**config.mk**
```make
export PLATFORM = sky130hd
export DESIGN_NAME = mbcm_top
export DESIGN_NICKNAME = d
export VERILOG_FILES = /design/src/include/mbcm_pkg.sv /design/src/hw/mbcm_top.sv
export SDC_FILE = /design/constraint.sdc
export NUM_CORES = 2
export LEC_CHECK = 0
export BUFFER_PORTS_ARGS = -buffer_cell sky130_fd_sc_hd__buf_2
export CORE_ASPECT_RATIO = 2
export CORE_MARGIN = 3
export CORE_UTILIZATION = 59
export CTS_BUF_LIST = sky130_fd_sc_hd__clkbuf_16
export CTS_CLUSTER_DIAMETER = 50
export DETAILED_ROUTE_END_ITERATION = 10
export PLACE_DENSITY = 0.86
export SLEW_MARGIN = 20
export SYNTH_ARGS = -nofsm -noshare
export SYNTH_HDL_FRONTEND = slang
export SYNTH_SLANG_ARGS = --single-unit
```
**constraint.sdc**
```tcl
create_clock -name mclk_i -period 6.2 [get_ports mclk_i]
set_input_delay 0.62 -clock mclk_i [delete_from_list [all_inputs] [get_ports mclk_i]]
set_output_delay 0.62 -clock mclk_i [all_outputs]
set_load 0.03 [all_outputs]
```
**src/include/mbcm_pkg.sv**
```systemverilog
// Overview of operation
// RQ1: Configuration state after reset or config request.
// RQ2: Reset leaves every buffer disabled receive, ID zero.
// RQ3: Initialization starts first clock edge after reset.
// RQ4: Initialization clears all buffer fields and filters.
// RQ5: During initialization only signature register answers; here every address is acked and reads zero, signature included.
// RQ6: Host configures, locks, fills, then unlocks buffers.
// RQ7: Clearing request leaves configuration; config then active.
// RQ8: Leaving configuration enters normal operation.
// RQ9: Unconfigured buffers stay disabled receive buffers.
// RQ10: FIFO starts at buffer zero, size register only.
// RQ11: FIFO size writable only in configuration, max 59.
// RQ12: Controller-side buffer is host-side buffer plus one.
// RQ13: Host-side buffer even, controller-side buffer odd.
// RQ14: Host-side configuration copied onto controller-side buffer.
// RQ15: Controller-side buffers read-only and never lockable.
// RQ16: Only transmit buffers may be double buffers.
// RQ17: Direction bit zero receive, one transmit.
// RQ18: No buffers inside FIFO or double pair.
// RQ19: Zero to 59 receive buffers allowed.
// RQ20: Up to 59 single or 29 double transmit.
// RQ21: Normal operation reconfigures only dynamic single transmit.
// RQ22: Normal operation freezes FIFO, types, filters, segments.
// RQ23: Configuration-writable fields read-only in normal operation.
// RQ24: Unused fields read zero and ignore writes.
// RQ25: Forbidden normal-operation writes silently ignored.
package mbcm_pkg;

    localparam int unsigned MBCM_ADR_W     = 12;
    localparam int unsigned MBCM_NUM_BUF   = 59;
    localparam int unsigned MBCM_FIFO_MAX  = 59;
    localparam int unsigned MBCM_IDX_W     = 6;

    localparam logic [11:0] MBCM_OFS_MCR   = 12'h000;
    localparam logic [11:0] MBCM_OFS_SIG   = 12'h004;
    localparam logic [11:0] MBCM_OFS_FSIZE = 12'h008;
    localparam logic [3:0]  MBCM_PAGE_BCS  = 4'h1;
    localparam logic [3:0]  MBCM_PAGE_CCF  = 4'h2;
    localparam logic [3:0]  MBCM_PAGE_FID  = 4'h3;

    localparam int unsigned MBCM_MCR_CFG_REQ  = 0;
    localparam int unsigned MBCM_MCR_IN_CFG   = 1;
    localparam int unsigned MBCM_MCR_INIT     = 2;
    localparam int unsigned MBCM_MCR_NORMAL   = 3;
    localparam logic        MBCM_CFG_REQ_RST  = 1'b1;

    localparam int unsigned MBCM_CCF_W     = 14;
    localparam int unsigned MBCM_FID_W     = 11;

    localparam logic [11:0] MBCM_BCS_CFG_MASK = 12'h9F8;
    localparam logic [11:0] MBCM_BCS_RT_MASK  = 12'h007;
    localparam logic [11:0] MBCM_BCS_RO_MASK  = 12'h600;

    // Signature shown once initialization is finished; value is arbitrary.
    localparam logic [15:0] MBCM_SIG_VALUE = 16'h5A3C;

    typedef enum logic [1:0] {
        MBCM_ST_INIT,
        MBCM_ST_CONFIG,
        MBCM_ST_NORMAL
    } mbcm_state_t;

    typedef struct packed {
        logic data_update;
        logic valid;
        logic full_flag;
        logic dir;
        logic transfer_type;
        logic cycle_filter_en;
        logic buffer_type;
        logic ch_b;
        logic ch_a;
        logic commit;
        logic lock;
        logic irq_en;
    } mbcm_bcs_t;

    localparam mbcm_bcs_t MBCM_BCS_RST = '0;

endpackage : mbcm_pkg
```
**src/hw/mbcm_top.sv**
```systemverilog
`timescale 1ns/1ps
module mbcm_top
    import mbcm_pkg::*;
#(
    parameter int unsigned NUM_BUF  = MBCM_NUM_BUF,
    parameter int unsigned FIFO_MAX = MBCM_FIFO_MAX
) (
    input  wire logic                  mclk_i,              // Controller clock, 10 MHz.
    input  wire logic                  resetn_i,            // Hard reset, active low.
    input  wire logic                  wb_cyc_i,            // Wishbone cycle.
    input  wire logic                  wb_stb_i,            // Wishbone strobe.
    input  wire logic                  wb_we_i,             // Wishbone write enable.
    input  wire logic [MBCM_ADR_W-1:0] wb_adr_i,            // Wishbone byte address.
    input  wire logic [3:0]            wb_sel_i,            // Wishbone byte lanes.
    input  wire logic [31:0]           wb_dat_i,            // Wishbone write data.
    output logic      [31:0]           wb_dat_o,            // Wishbone read data.
    output logic                       wb_ack_o,            // Wishbone acknowledge.
    output logic                       init_busy_o,         // Memory initialization running.
    output logic                       config_state_o,      // Configuration state.
    output logic                       normal_state_o,      // Normal operation.
    output logic      [MBCM_IDX_W-1:0] active_fifo_size_o   // FIFO length in effect.
);

    if (NUM_BUF < 2 || NUM_BUF > 64 || FIFO_MAX > NUM_BUF) begin : g_check
        $error("mbcm_top: NUM_BUF or FIFO_MAX out of range");
    end

    localparam logic [MBCM_IDX_W-1:0] LAST_BUF = MBCM_IDX_W'(NUM_BUF - 1);
    localparam logic [MBCM_IDX_W-1:0] FIFO_LIM = MBCM_IDX_W'(FIFO_MAX);

    mbcm_state_t           state;
    mbcm_state_t           next_state;
    logic [MBCM_IDX_W-1:0] init_idx;
    logic [MBCM_IDX_W-1:0] next_init_idx;
    logic                  cfg_req;
    logic                  next_cfg_req;
    logic [MBCM_IDX_W-1:0] fifo_size;
    logic [MBCM_IDX_W-1:0] next_fifo_size;
    logic [MBCM_IDX_W-1:0] act_fifo;
    logic [MBCM_IDX_W-1:0] next_act_fifo;
    logic                  ack;
    logic                  next_ack;
    logic [31:0]           rdata;
    logic [31:0]           next_rdata;

    mbcm_bcs_t             bcs [NUM_BUF];
    logic [MBCM_CCF_W-1:0] ccf [NUM_BUF];
    logic [MBCM_FID_W-1:0] fid [NUM_BUF];

    logic                  wr1_bcs;
    logic                  wr1_ccf;
    logic                  wr1_fid;
    logic [MBCM_IDX_W-1:0] wr1_idx;
    mbcm_bcs_t             wr1_bcs_val;
    logic [MBCM_CCF_W-1:0] wr1_ccf_val;
    logic [MBCM_FID_W-1:0] wr1_fid_val;
    logic                  wr2_bcs;
    logic                  wr2_ccf;
    logic                  wr2_fid;
    logic [MBCM_IDX_W-1:0] wr2_idx;

    logic                  req;
    logic                  in_page;
    logic [MBCM_IDX_W-1:0] idx;
    logic [31:0]           wmask;
    mbcm_bcs_t             cur;
    logic                  ctl_half;
    logic                  host_dbl;
    logic                  dyn_single_tx;

    function automatic logic [31:0] lane_mask(input logic [3:0] sel);
        logic [31:0] m;
        m = '0;
        for (int b = 0; b < 4; b++) begin
            m[8*b +: 8] = {8{sel[b]}};
        end
        return m;
    endfunction : lane_mask

    // Clears the fields that have no meaning for the buffer's type.
    function automatic mbcm_bcs_t unused_zero(input mbcm_bcs_t v);
        mbcm_bcs_t r;
        r = v;
        if (!r.dir) begin
            r.commit        = 1'b0; // RQ24
            r.transfer_type = 1'b0;
            r.buffer_type   = 1'b0; // RQ16
        end else begin
            r.data_update   = 1'b0; // RQ24
        end
        return r;
    endfunction : unused_zero

    assign req      = wb_cyc_i && wb_stb_i && !ack;
    assign idx      = wb_adr_i[7:2];
    assign in_page  = (idx <= LAST_BUF); // RQ19
    assign wmask    = lane_mask(wb_sel_i);
    assign cur      = in_page ? bcs[idx] : MBCM_BCS_RST;
    assign ctl_half = in_page && idx[0] && bcs[idx - 6'd1].buffer_type
                      && bcs[idx - 6'd1].dir; // RQ12
    assign host_dbl = in_page && cur.buffer_type && cur.dir;
    assign dyn_single_tx = in_page && cur.dir && !cur.buffer_type && cur.transfer_type
                           && !ctl_half && (idx >= act_fifo); // RQ21

    // Controller state sequence.
    always_comb begin
        next_state     = state;
        next_init_idx  = init_idx;
        next_cfg_req   = cfg_req;
        next_fifo_size = fifo_size;
        next_act_fifo  = act_fifo;
        unique case (state)
            MBCM_ST_INIT: begin
                next_init_idx = init_idx + 6'd1; // RQ3
                if (init_idx == LAST_BUF) begin
                    next_state = MBCM_ST_CONFIG; // RQ1
                end
            end
            MBCM_ST_CONFIG: begin
                if (!cfg_req) begin
                    next_state    = MBCM_ST_NORMAL; // RQ8
                    next_act_fifo = fifo_size; // RQ7
                end
            end
            MBCM_ST_NORMAL: begin
                if (cfg_req) begin
                    next_state = MBCM_ST_CONFIG; // RQ1
                end
            end
            default: begin
                next_state = MBCM_ST_INIT;
            end
        endcase
        if (req && wb_we_i && state != MBCM_ST_INIT) begin
            if (wb_adr_i == MBCM_OFS_MCR && wb_sel_i[0]) begin
                next_cfg_req = wb_dat_i[MBCM_MCR_CFG_REQ]; // RQ1
            end else if (wb_adr_i == MBCM_OFS_FSIZE && wb_sel_i[0]
                         && state == MBCM_ST_CONFIG
                         && wb_dat_i[7:MBCM_IDX_W] == '0
                         && wb_dat_i[MBCM_IDX_W-1:0] <= FIFO_LIM) begin
                next_fifo_size = wb_dat_i[MBCM_IDX_W-1:0]; // RQ11
            end
        end
    end

    always_ff @(posedge mclk_i or negedge resetn_i) begin
        if (!resetn_i) begin
            state     <= MBCM_ST_INIT;
            init_idx  <= '0;
            cfg_req   <= MBCM_CFG_REQ_RST;
            fifo_size <= '0;
            act_fifo  <= '0;
        end else begin
            state     <= next_state;
            init_idx  <= next_init_idx;
            cfg_req   <= next_cfg_req;
            fifo_size <= next_fifo_size;
            act_fifo  <= next_act_fifo;
        end
    end

    // Buffer memory write ports; port two mirrors the host side of a double pair.
    always_comb begin
        mbcm_bcs_t nb;
        logic [31:0] m;
        nb          = MBCM_BCS_RST;
        m           = '0;
        wr1_bcs     = 1'b0;
        wr1_ccf     = 1'b0;
        wr1_fid     = 1'b0;
        wr1_idx     = idx;
        wr1_bcs_val = MBCM_BCS_RST;
        wr1_ccf_val = '0;
        wr1_fid_val = '0;
        wr2_bcs     = 1'b0;
        wr2_ccf     = 1'b0;
        wr2_fid     = 1'b0;
        wr2_idx     = idx + 6'd1;
        if (state == MBCM_ST_INIT) begin
            wr1_bcs = 1'b1; // RQ4
            wr1_ccf = 1'b1; // RQ4
            wr1_fid = 1'b1; // RQ2
            wr1_idx = init_idx;
        end else if (req && wb_we_i && in_page && !ctl_half) begin // RQ15
            if (state == MBCM_ST_CONFIG) begin
                m  = {20'h0_0000, ~MBCM_BCS_RO_MASK} & wmask;
                nb = mbcm_bcs_t'(12'((32'(cur) & ~m) | (wb_dat_i & m)));
                if (idx < fifo_size) begin
                    nb.dir = 1'b0; // RQ10
                end
                if (idx[0] || idx == LAST_BUF) begin
                    nb.buffer_type = 1'b0; // RQ13 RQ20
                end
                nb = unused_zero(nb); // RQ17
                if (wb_adr_i[11:8] == MBCM_PAGE_BCS) begin
                    wr1_bcs     = 1'b1;
                    wr1_bcs_val = nb;
                    if (nb.buffer_type && nb.dir) begin
                        wr2_bcs = 1'b1; // RQ14
                    end
                end else if (wb_adr_i[11:8] == MBCM_PAGE_CCF) begin
                    wr1_ccf     = 1'b1;
                    wr1_ccf_val = (ccf[idx] & ~wmask[MBCM_CCF_W-1:0])
                                  | (wb_dat_i[MBCM_CCF_W-1:0] & wmask[MBCM_CCF_W-1:0]);
                    wr2_ccf     = host_dbl; // RQ14
                end else if (wb_adr_i[11:8] == MBCM_PAGE_FID) begin
                    wr1_fid     = 1'b1;
                    wr1_fid_val = (fid[idx] & ~wmask[MBCM_FID_W-1:0])
                                  | (wb_dat_i[MBCM_FID_W-1:0] & wmask[MBCM_FID_W-1:0]);
                    wr2_fid     = host_dbl; // RQ14
                end
            end else begin
                if (wb_adr_i[11:8] == MBCM_PAGE_BCS) begin
                    m  = {20'h0_0000, MBCM_BCS_RT_MASK} & wmask; // RQ9 RQ23
                    nb = mbcm_bcs_t'(12'((32'(cur) & ~m) | (wb_dat_i & m)));
                    wr1_bcs     = 1'b1;
                    wr1_bcs_val = unused_zero(nb); // RQ22
                end else if (wb_adr_i[11:8] == MBCM_PAGE_FID && dyn_single_tx) begin
                    wr1_fid     = 1'b1; // RQ21
                    wr1_fid_val = (fid[idx] & ~wmask[MBCM_FID_W-1:0])
                                  | (wb_dat_i[MBCM_FID_W-1:0] & wmask[MBCM_FID_W-1:0]);
                end
            end
        end
    end

    // The mirror copies the new host-side value, with commit, lock and interrupt enable left clear.
    always_ff @(posedge mclk_i) begin
        if (wr1_bcs) begin
            bcs[wr1_idx] <= wr1_bcs_val;
        end
        if (wr1_ccf) begin
            ccf[wr1_idx] <= wr1_ccf_val;
        end
        if (wr1_fid) begin
            fid[wr1_idx] <= wr1_fid_val;
        end
        if (wr2_bcs) begin
            bcs[wr2_idx] <= mbcm_bcs_t'(wr1_bcs_val & ~MBCM_BCS_RT_MASK);
        end
        if (wr2_ccf) begin
            ccf[wr2_idx] <= wr1_ccf_val;
        end
        if (wr2_fid) begin
            fid[wr2_idx] <= wr1_fid_val;
        end
    end

    // Bus answer: one wait state, unmapped addresses read as zero.
    always_comb begin
        next_ack   = req;
        next_rdata = rdata;
        if (req && !wb_we_i) begin
            next_rdata = '0;
            if (wb_adr_i == MBCM_OFS_SIG) begin
                next_rdata = (state == MBCM_ST_INIT) ? '0 : {16'h0000, MBCM_SIG_VALUE}; // RQ5
            end else if (state == MBCM_ST_INIT) begin
                next_rdata = '0; // RQ5
            end else if (wb_adr_i == MBCM_OFS_MCR) begin
                next_rdata[MBCM_MCR_CFG_REQ] = cfg_req;
                next_rdata[MBCM_MCR_IN_CFG]  = (state == MBCM_ST_CONFIG);
                next_rdata[MBCM_MCR_NORMAL]  = (state == MBCM_ST_NORMAL);
            end else if (wb_adr_i == MBCM_OFS_FSIZE) begin
                next_rdata[MBCM_IDX_W-1:0] = fifo_size;
            end else if (in_page && wb_adr_i[1:0] == 2'b00) begin
                if (wb_adr_i[11:8] == MBCM_PAGE_BCS) begin
                    next_rdata[11:0] = unused_zero(cur); // RQ24
                end else if (wb_adr_i[11:8] == MBCM_PAGE_CCF) begin
                    next_rdata[MBCM_CCF_W-1:0] = ccf[idx];
                end else if (wb_adr_i[11:8] == MBCM_PAGE_FID && !ctl_half) begin
                    next_rdata[MBCM_FID_W-1:0] = fid[idx]; // RQ15
                end
            end
        end
    end

    always_ff @(posedge mclk_i or negedge resetn_i) begin
        if (!resetn_i) begin
            ack   <= 1'b0;
            rdata <= '0;
        end else begin
            ack   <= next_ack;
            rdata <= next_rdata;
        end
    end

    assign wb_ack_o           = ack;
    assign wb_dat_o           = rdata;
    assign init_busy_o        = (state == MBCM_ST_INIT);
    assign config_state_o     = (state == MBCM_ST_CONFIG);
    assign normal_state_o     = (state == MBCM_ST_NORMAL);
    assign active_fifo_size_o = act_fifo;

    property p_init_end;
        @(posedge mclk_i) disable iff (!resetn_i)
        (state == MBCM_ST_INIT && init_idx == '0) |-> ##[1:64] state == MBCM_ST_CONFIG;
    endproperty
    a_init_end: assert property (p_init_end) else $error("init did not end"); // RQ3

    property p_sig_hidden;
        @(posedge mclk_i) disable iff (!resetn_i)
        (req && !wb_we_i && state == MBCM_ST_INIT) |=> wb_ack_o && wb_dat_o == '0;
    endproperty
    a_sig_hidden: assert property (p_sig_hidden) else $error("data during init"); // RQ5

    property p_leave_cfg;
        @(posedge mclk_i) disable iff (!resetn_i)
        (state == MBCM_ST_CONFIG && !cfg_req) |=> state == MBCM_ST_NORMAL
            && act_fifo == $past(fifo_size);
    endproperty
    a_leave_cfg: assert property (p_leave_cfg) else $error("config exit wrong"); // RQ7

    property p_enter_cfg;
        @(posedge mclk_i) disable iff (!resetn_i)
        (state == MBCM_ST_NORMAL && cfg_req) |=> state == MBCM_ST_CONFIG;
    endproperty
    a_enter_cfg: assert property (p_enter_cfg) else $error("config entry missed"); // RQ1

    property p_fifo_frozen;
        @(posedge mclk_i) disable iff (!resetn_i)
        (state != MBCM_ST_CONFIG) |=> $stable(fifo_size) && fifo_size <= FIFO_LIM;
    endproperty
    a_fifo_frozen: assert property (p_fifo_frozen) else $error("fifo size changed"); // RQ11

    property p_act_fifo;
        @(posedge mclk_i) disable iff (!resetn_i)
        $changed(act_fifo) |-> $past(state) == MBCM_ST_CONFIG && state == MBCM_ST_NORMAL;
    endproperty
    a_act_fifo: assert property (p_act_fifo) else $error("fifo applied early"); // RQ7

    property p_mirror;
        @(posedge mclk_i) disable iff (!resetn_i)
        wr2_bcs |=> bcs[$past(wr2_idx)].buffer_type && bcs[$past(wr2_idx)].dir
            && !bcs[$past(wr2_idx)].lock;
    endproperty
    a_mirror: assert property (p_mirror) else $error("pair not mirrored"); // RQ14

    property p_normal_frozen;
        @(posedge mclk_i) disable iff (!resetn_i)
        (state == MBCM_ST_NORMAL && wr1_bcs)
            |=> (32'(bcs[$past(wr1_idx)]) & 32'(MBCM_BCS_CFG_MASK))
                == (32'($past(cur)) & 32'(MBCM_BCS_CFG_MASK));
    endproperty
    a_normal_frozen: assert property (p_normal_frozen) else $error("config changed"); // RQ25

    property p_ack_pulse;
        @(posedge mclk_i) disable iff (!resetn_i)
        wb_ack_o |=> !wb_ack_o;
    endproperty
    a_ack_pulse: assert property (p_ack_pulse) else $error("ack held"); // RQ5

    property p_ctl_refused;
        @(posedge mclk_i) disable iff (!resetn_i)
        (state != MBCM_ST_INIT && ctl_half) |-> !wr1_bcs && !wr1_ccf && !wr1_fid;
    endproperty
    a_ctl_refused: assert property (p_ctl_refused) else $error("pair half written"); // RQ15

    property p_fifo_rx;
        @(posedge mclk_i) disable iff (!resetn_i)
        (state == MBCM_ST_CONFIG && wr1_bcs && wr1_idx < fifo_size) |-> !wr1_bcs_val.dir;
    endproperty
    a_fifo_rx: assert property (p_fifo_rx) else $error("fifo buffer not rx"); // RQ10

    property p_odd_single;
        @(posedge mclk_i) disable iff (!resetn_i)
        (state == MBCM_ST_CONFIG && wr1_bcs && wr1_idx[0]) |-> !wr1_bcs_val.buffer_type;
    endproperty
    a_odd_single: assert property (p_odd_single) else $error("odd buffer double"); // RQ13

    property p_fid_dyn;
        @(posedge mclk_i) disable iff (!resetn_i)
        (state == MBCM_ST_NORMAL && wr1_fid) |-> dyn_single_tx;
    endproperty
    a_fid_dyn: assert property (p_fid_dyn) else $error("frame id changed"); // RQ21

endmodule : mbcm_top

```
==> key figures <==
Run status
  – Status: finished clean

Placement
  – Placement Setup Slack: 0.677 ns
  – Final GP Congestion: 1.08
  – Placed cell area: between 0.09 and 0.1 mm2
  – Port bufs: 57
  – Placed Cells: ~7600
  – Detail Placement HPWL: roughly 210 mm

Pwr
  – Maximum vdd ir drop: approximately 0.00025 V
  – Leak Pwr: between 20 and 30 nW
  – Design Power: slightly below 30 mW
  – Pwr/cell area: 282 mW/mm2

Logic synthesis
  – Sequential element share of the synthesized area: 0.694
  – Post-synth EDFFs: approximately 2000
  – Most frequent cell after synthesis: edfxtp_1
  – Synth cell count leaders: edfxtp_1 (2006), nor2_1 (669), mux4_2 (565), nand2_1 (315), o21ai_0 (245)
  – Dominant cells by area after synthesis: edfxtp_1 (65%), mux4_2 (14%), dfxtp_1 (3.8%)
  – Yosys top cell by area: edfxtp_1
  – Synthesized area per cell: around 17 um2
  – Synth top area share: 0.646
  – Post-synthesis cell type count: 104
  – Syn Inst Count: ~5600
  – YS warnings: 0
  – Synth Flop Type: edfxtp_1
  – Post-synth ARST share: 0.0167
  – Synthesized cell area: approximately 0.093 mm2
  – Synth Register Bits: 2220

Floorplan
  – Die Span Y: about 570 um
  – Die Wd: 287 um
  – Core box area: around 0.16 mm2
  – Cell row count: approximately 210
  – Io pins: 95
  – Initial Util: 0.596
  – Die Footprint: 0.163 mm2

Timing
  – WHS: between 0.1 and 0.15 ns
  – FMAX: 176 MHz
  – Min Tclk post-route: roughly 5.7 ns
  – Part of the cycle the worst path needs: 0.916
  – Setup ws final: between 0.5 and 0.6 ns
  – Setup violators final: 0
  – Final max-slew violation count: 0
  – Hold Fails Final Rpt: 0
  – Worst rel slew slack: 0.129
  – Fin Clk Skew: between 0.09 and 0.1 ns
  – Post-route setup TNS: 0 ns
  – Worst Max-Slew Pin Slew: around 1.3 ns
  – Unrepaired setup endpoints after global routing: no

Global routing
  – Initial antenna violation count: 25
  – Largest net degree at the start of global routing: 134
  – First-pass GRT wire length: about 450 mm
  – Vias in the first global route: about 60000
  – Total gr overflow: 0
  – All-Layer GR Usage: 0.400

Setup path
  – Worst-path fanout max: 76
  – Critical Path RT: around 6.8 ns
  – R2r endpoint: fid[15][9]
  – Critical path arrival: around 6.2 ns
  – Critical path startpoint: wb_adr_i[2]
  – Kind of critical path: input pin to register
  – CP Launch Type: input pin
  – Cells on worst reg2reg path: 11
  – R2r setup slk: roughly 0.84 ns
  – CP endpoint: fid[15][9]
  – Reg-to-Reg Start: bcs[8][5]
  – Critical path capture point type: register

Clock tree
  – Resize count post-CTS: 0
  – Sink Count: 2220
  – Worst skew pair latency: slightly above 0.9 ns
  – Worst-path clk slew: roughly 0.08 ns
  – CTS tree: done
  – Cts bufs inserted: between 150 and 200
  – CTS H-tree depth: 4
  – Clock Tree Buf Depth: 4
  – Root Buffer: clkbuf_16

Detailed routing
  – Routed length per placed instance: a little over 40 um
  – Via count: a little under 60000
  – Post-route DRC: 0
  – Final ANT Viol Nets: 0
  – Drt total wl: around 320 mm
  – Initial DRC Count: slightly above 10000
  – Drt pass-1 iters: 9
  – Vias per cell: 7.32

Flow run
  – Max-cap violations: 0

Finish
  – Final Cell Area: around 0.10 mm2
  – Area grow syn2layout: 11.3%
  – # nets final: around 5800
  – Post-layout util: 0.663
  – Share of cells above drive strength 1: 0.242
  – Number of fill cells in the layout: between 9000 and 10000
  – Layout Cells excl Fill: around 8000

Worst hold path
  – Worst min-delay path class: input pin to register
-- where the power goes --
| group | total [mW] | internal [mW] | switching (mW) |
|---|---|---|---|
| logic | 1.11 | 0.331 | 0.775 |
| clock network | 12.1 | 6.49 | 5.57 |
| registers | 16.1 | 16.1 | 0.0177 |
-- worst min-delay path by stage --
stage                startpoint                    end  depth (start not counted)
finish              wb_dat_i[4]           fifo_size[4]                          3
global placement     bcs[33][2]             bcs[33][2]                          1
detailed placement   bcs[25][2]             bcs[25][2]                          1
global route        wb_dat_i[4]           fifo_size[4]                          3
floorplan              resetn_i  active_fifo_size_o[0]                          0
CTS                 wb_dat_i[4]           fifo_size[4]                          3
-- state kept, by name, indices dropped and copies added (netlist names) --
signal / flops
active_fifo_size_o: 6
wb_dat_o: 15
init_idx: 6
ccf: 826
wb_ack_o: 1
fifo_size: 6
fid: 649
state: 2
bcs: 708
cfg_req: 1
-- repair_timing --
action,CTS,global route
hold buffers,1,0
setup endpoints to repair,0,0
setup buffers,0,0
endpoints found under the hold margin,22,0
-- logic make-up (layout without fill, tap and decap cells) --
logic type      Yosys count  after routing  synth area share
buf+inv                 528            824            0.0299
flops                  2220           2220             0.694
fa+ha+maj                17             17           0.00228
compound gates          813            813            0.0584
mux                     729            729             0.157
simple gates           1260           1260            0.0576
xor+xnor                 12             12           0.00129
other cells               1             31         0.0000402
-- layout by cell type, fill, tap and decap left out, types with 18 or more instances in the layout --
master	netlist	final
mux2_2	19	19
bufinv_16	0	24
mux4_2	565	565
buf_12	4	35
a211oi_1	20	20
nand3_1	92	92
mux2i_1	121	121
nor3_1	27	26
a21oi_1	107	83
o21ai_0	245	243
o22ai_1	93	71
inv_1	70	99
o211ai_1	45	45
nand2b_1	32	31
o32ai_2	0	20
dfrtp_1	36	36
a221oi_1	18	18
nor2_1	669	650
clkbuf_16	0	186
nand2_1	315	313
o22ai_2	0	22
a22oi_1	35	35
and2_1	18	18
buf_4	70	312
clkinv_2	0	27
clkinv_1	2	34
edfxtp_1	2006	2006
buf_2	103	52
a22o_1	20	20
dfxtp_1	177	177
o2bb2ai_1	33	33
-- area by class of cell --
type                            instances  area (um2)  share of cell area
Multi-Input combinational cell       2848       26600               0.257
Inverter                               87         327             0.00315
Sequential cell                      2220       64700               0.623
Timing Repair Buffer                  409        3480              0.0335
Tap cell                             2070        2590              0.0249
Antenna cell                           14        35.0            0.000337
Clock buffer                          186        4650              0.0448
Clock inverter                        142        1380              0.0133
-- routing by layer --
| metal | up-vias | share of wire | GRT usage |
|---|---|---|---|
| met3 | 1792 | 0.12 | 0.118 |
| met2 | 5315 | 0.48 | 0.646 |
| li1 | 22331 | - | - |
| met4 | 8 | 0.12 | 0.344 |
| met5 | - | 0.00014 | 0 |
| met1 | 28951 | 0.28 | 0.427 |
-- worst max-delay path: stages --
cell and delay [ns]:
buf_8 0.23, buf_12 0.48, buf_12 0.49, o21ai_0 0.33, a21oi_1 0.62, o221a_2 0.34
a211oi_2 0.07, buf_4 0.23, or4_1 0.52, o311a_2 0.30, buf_4 0.31, o22ai_1 0.98
buf_4 0.41
No activity file was read; power rests on OpenSTA's default activity.
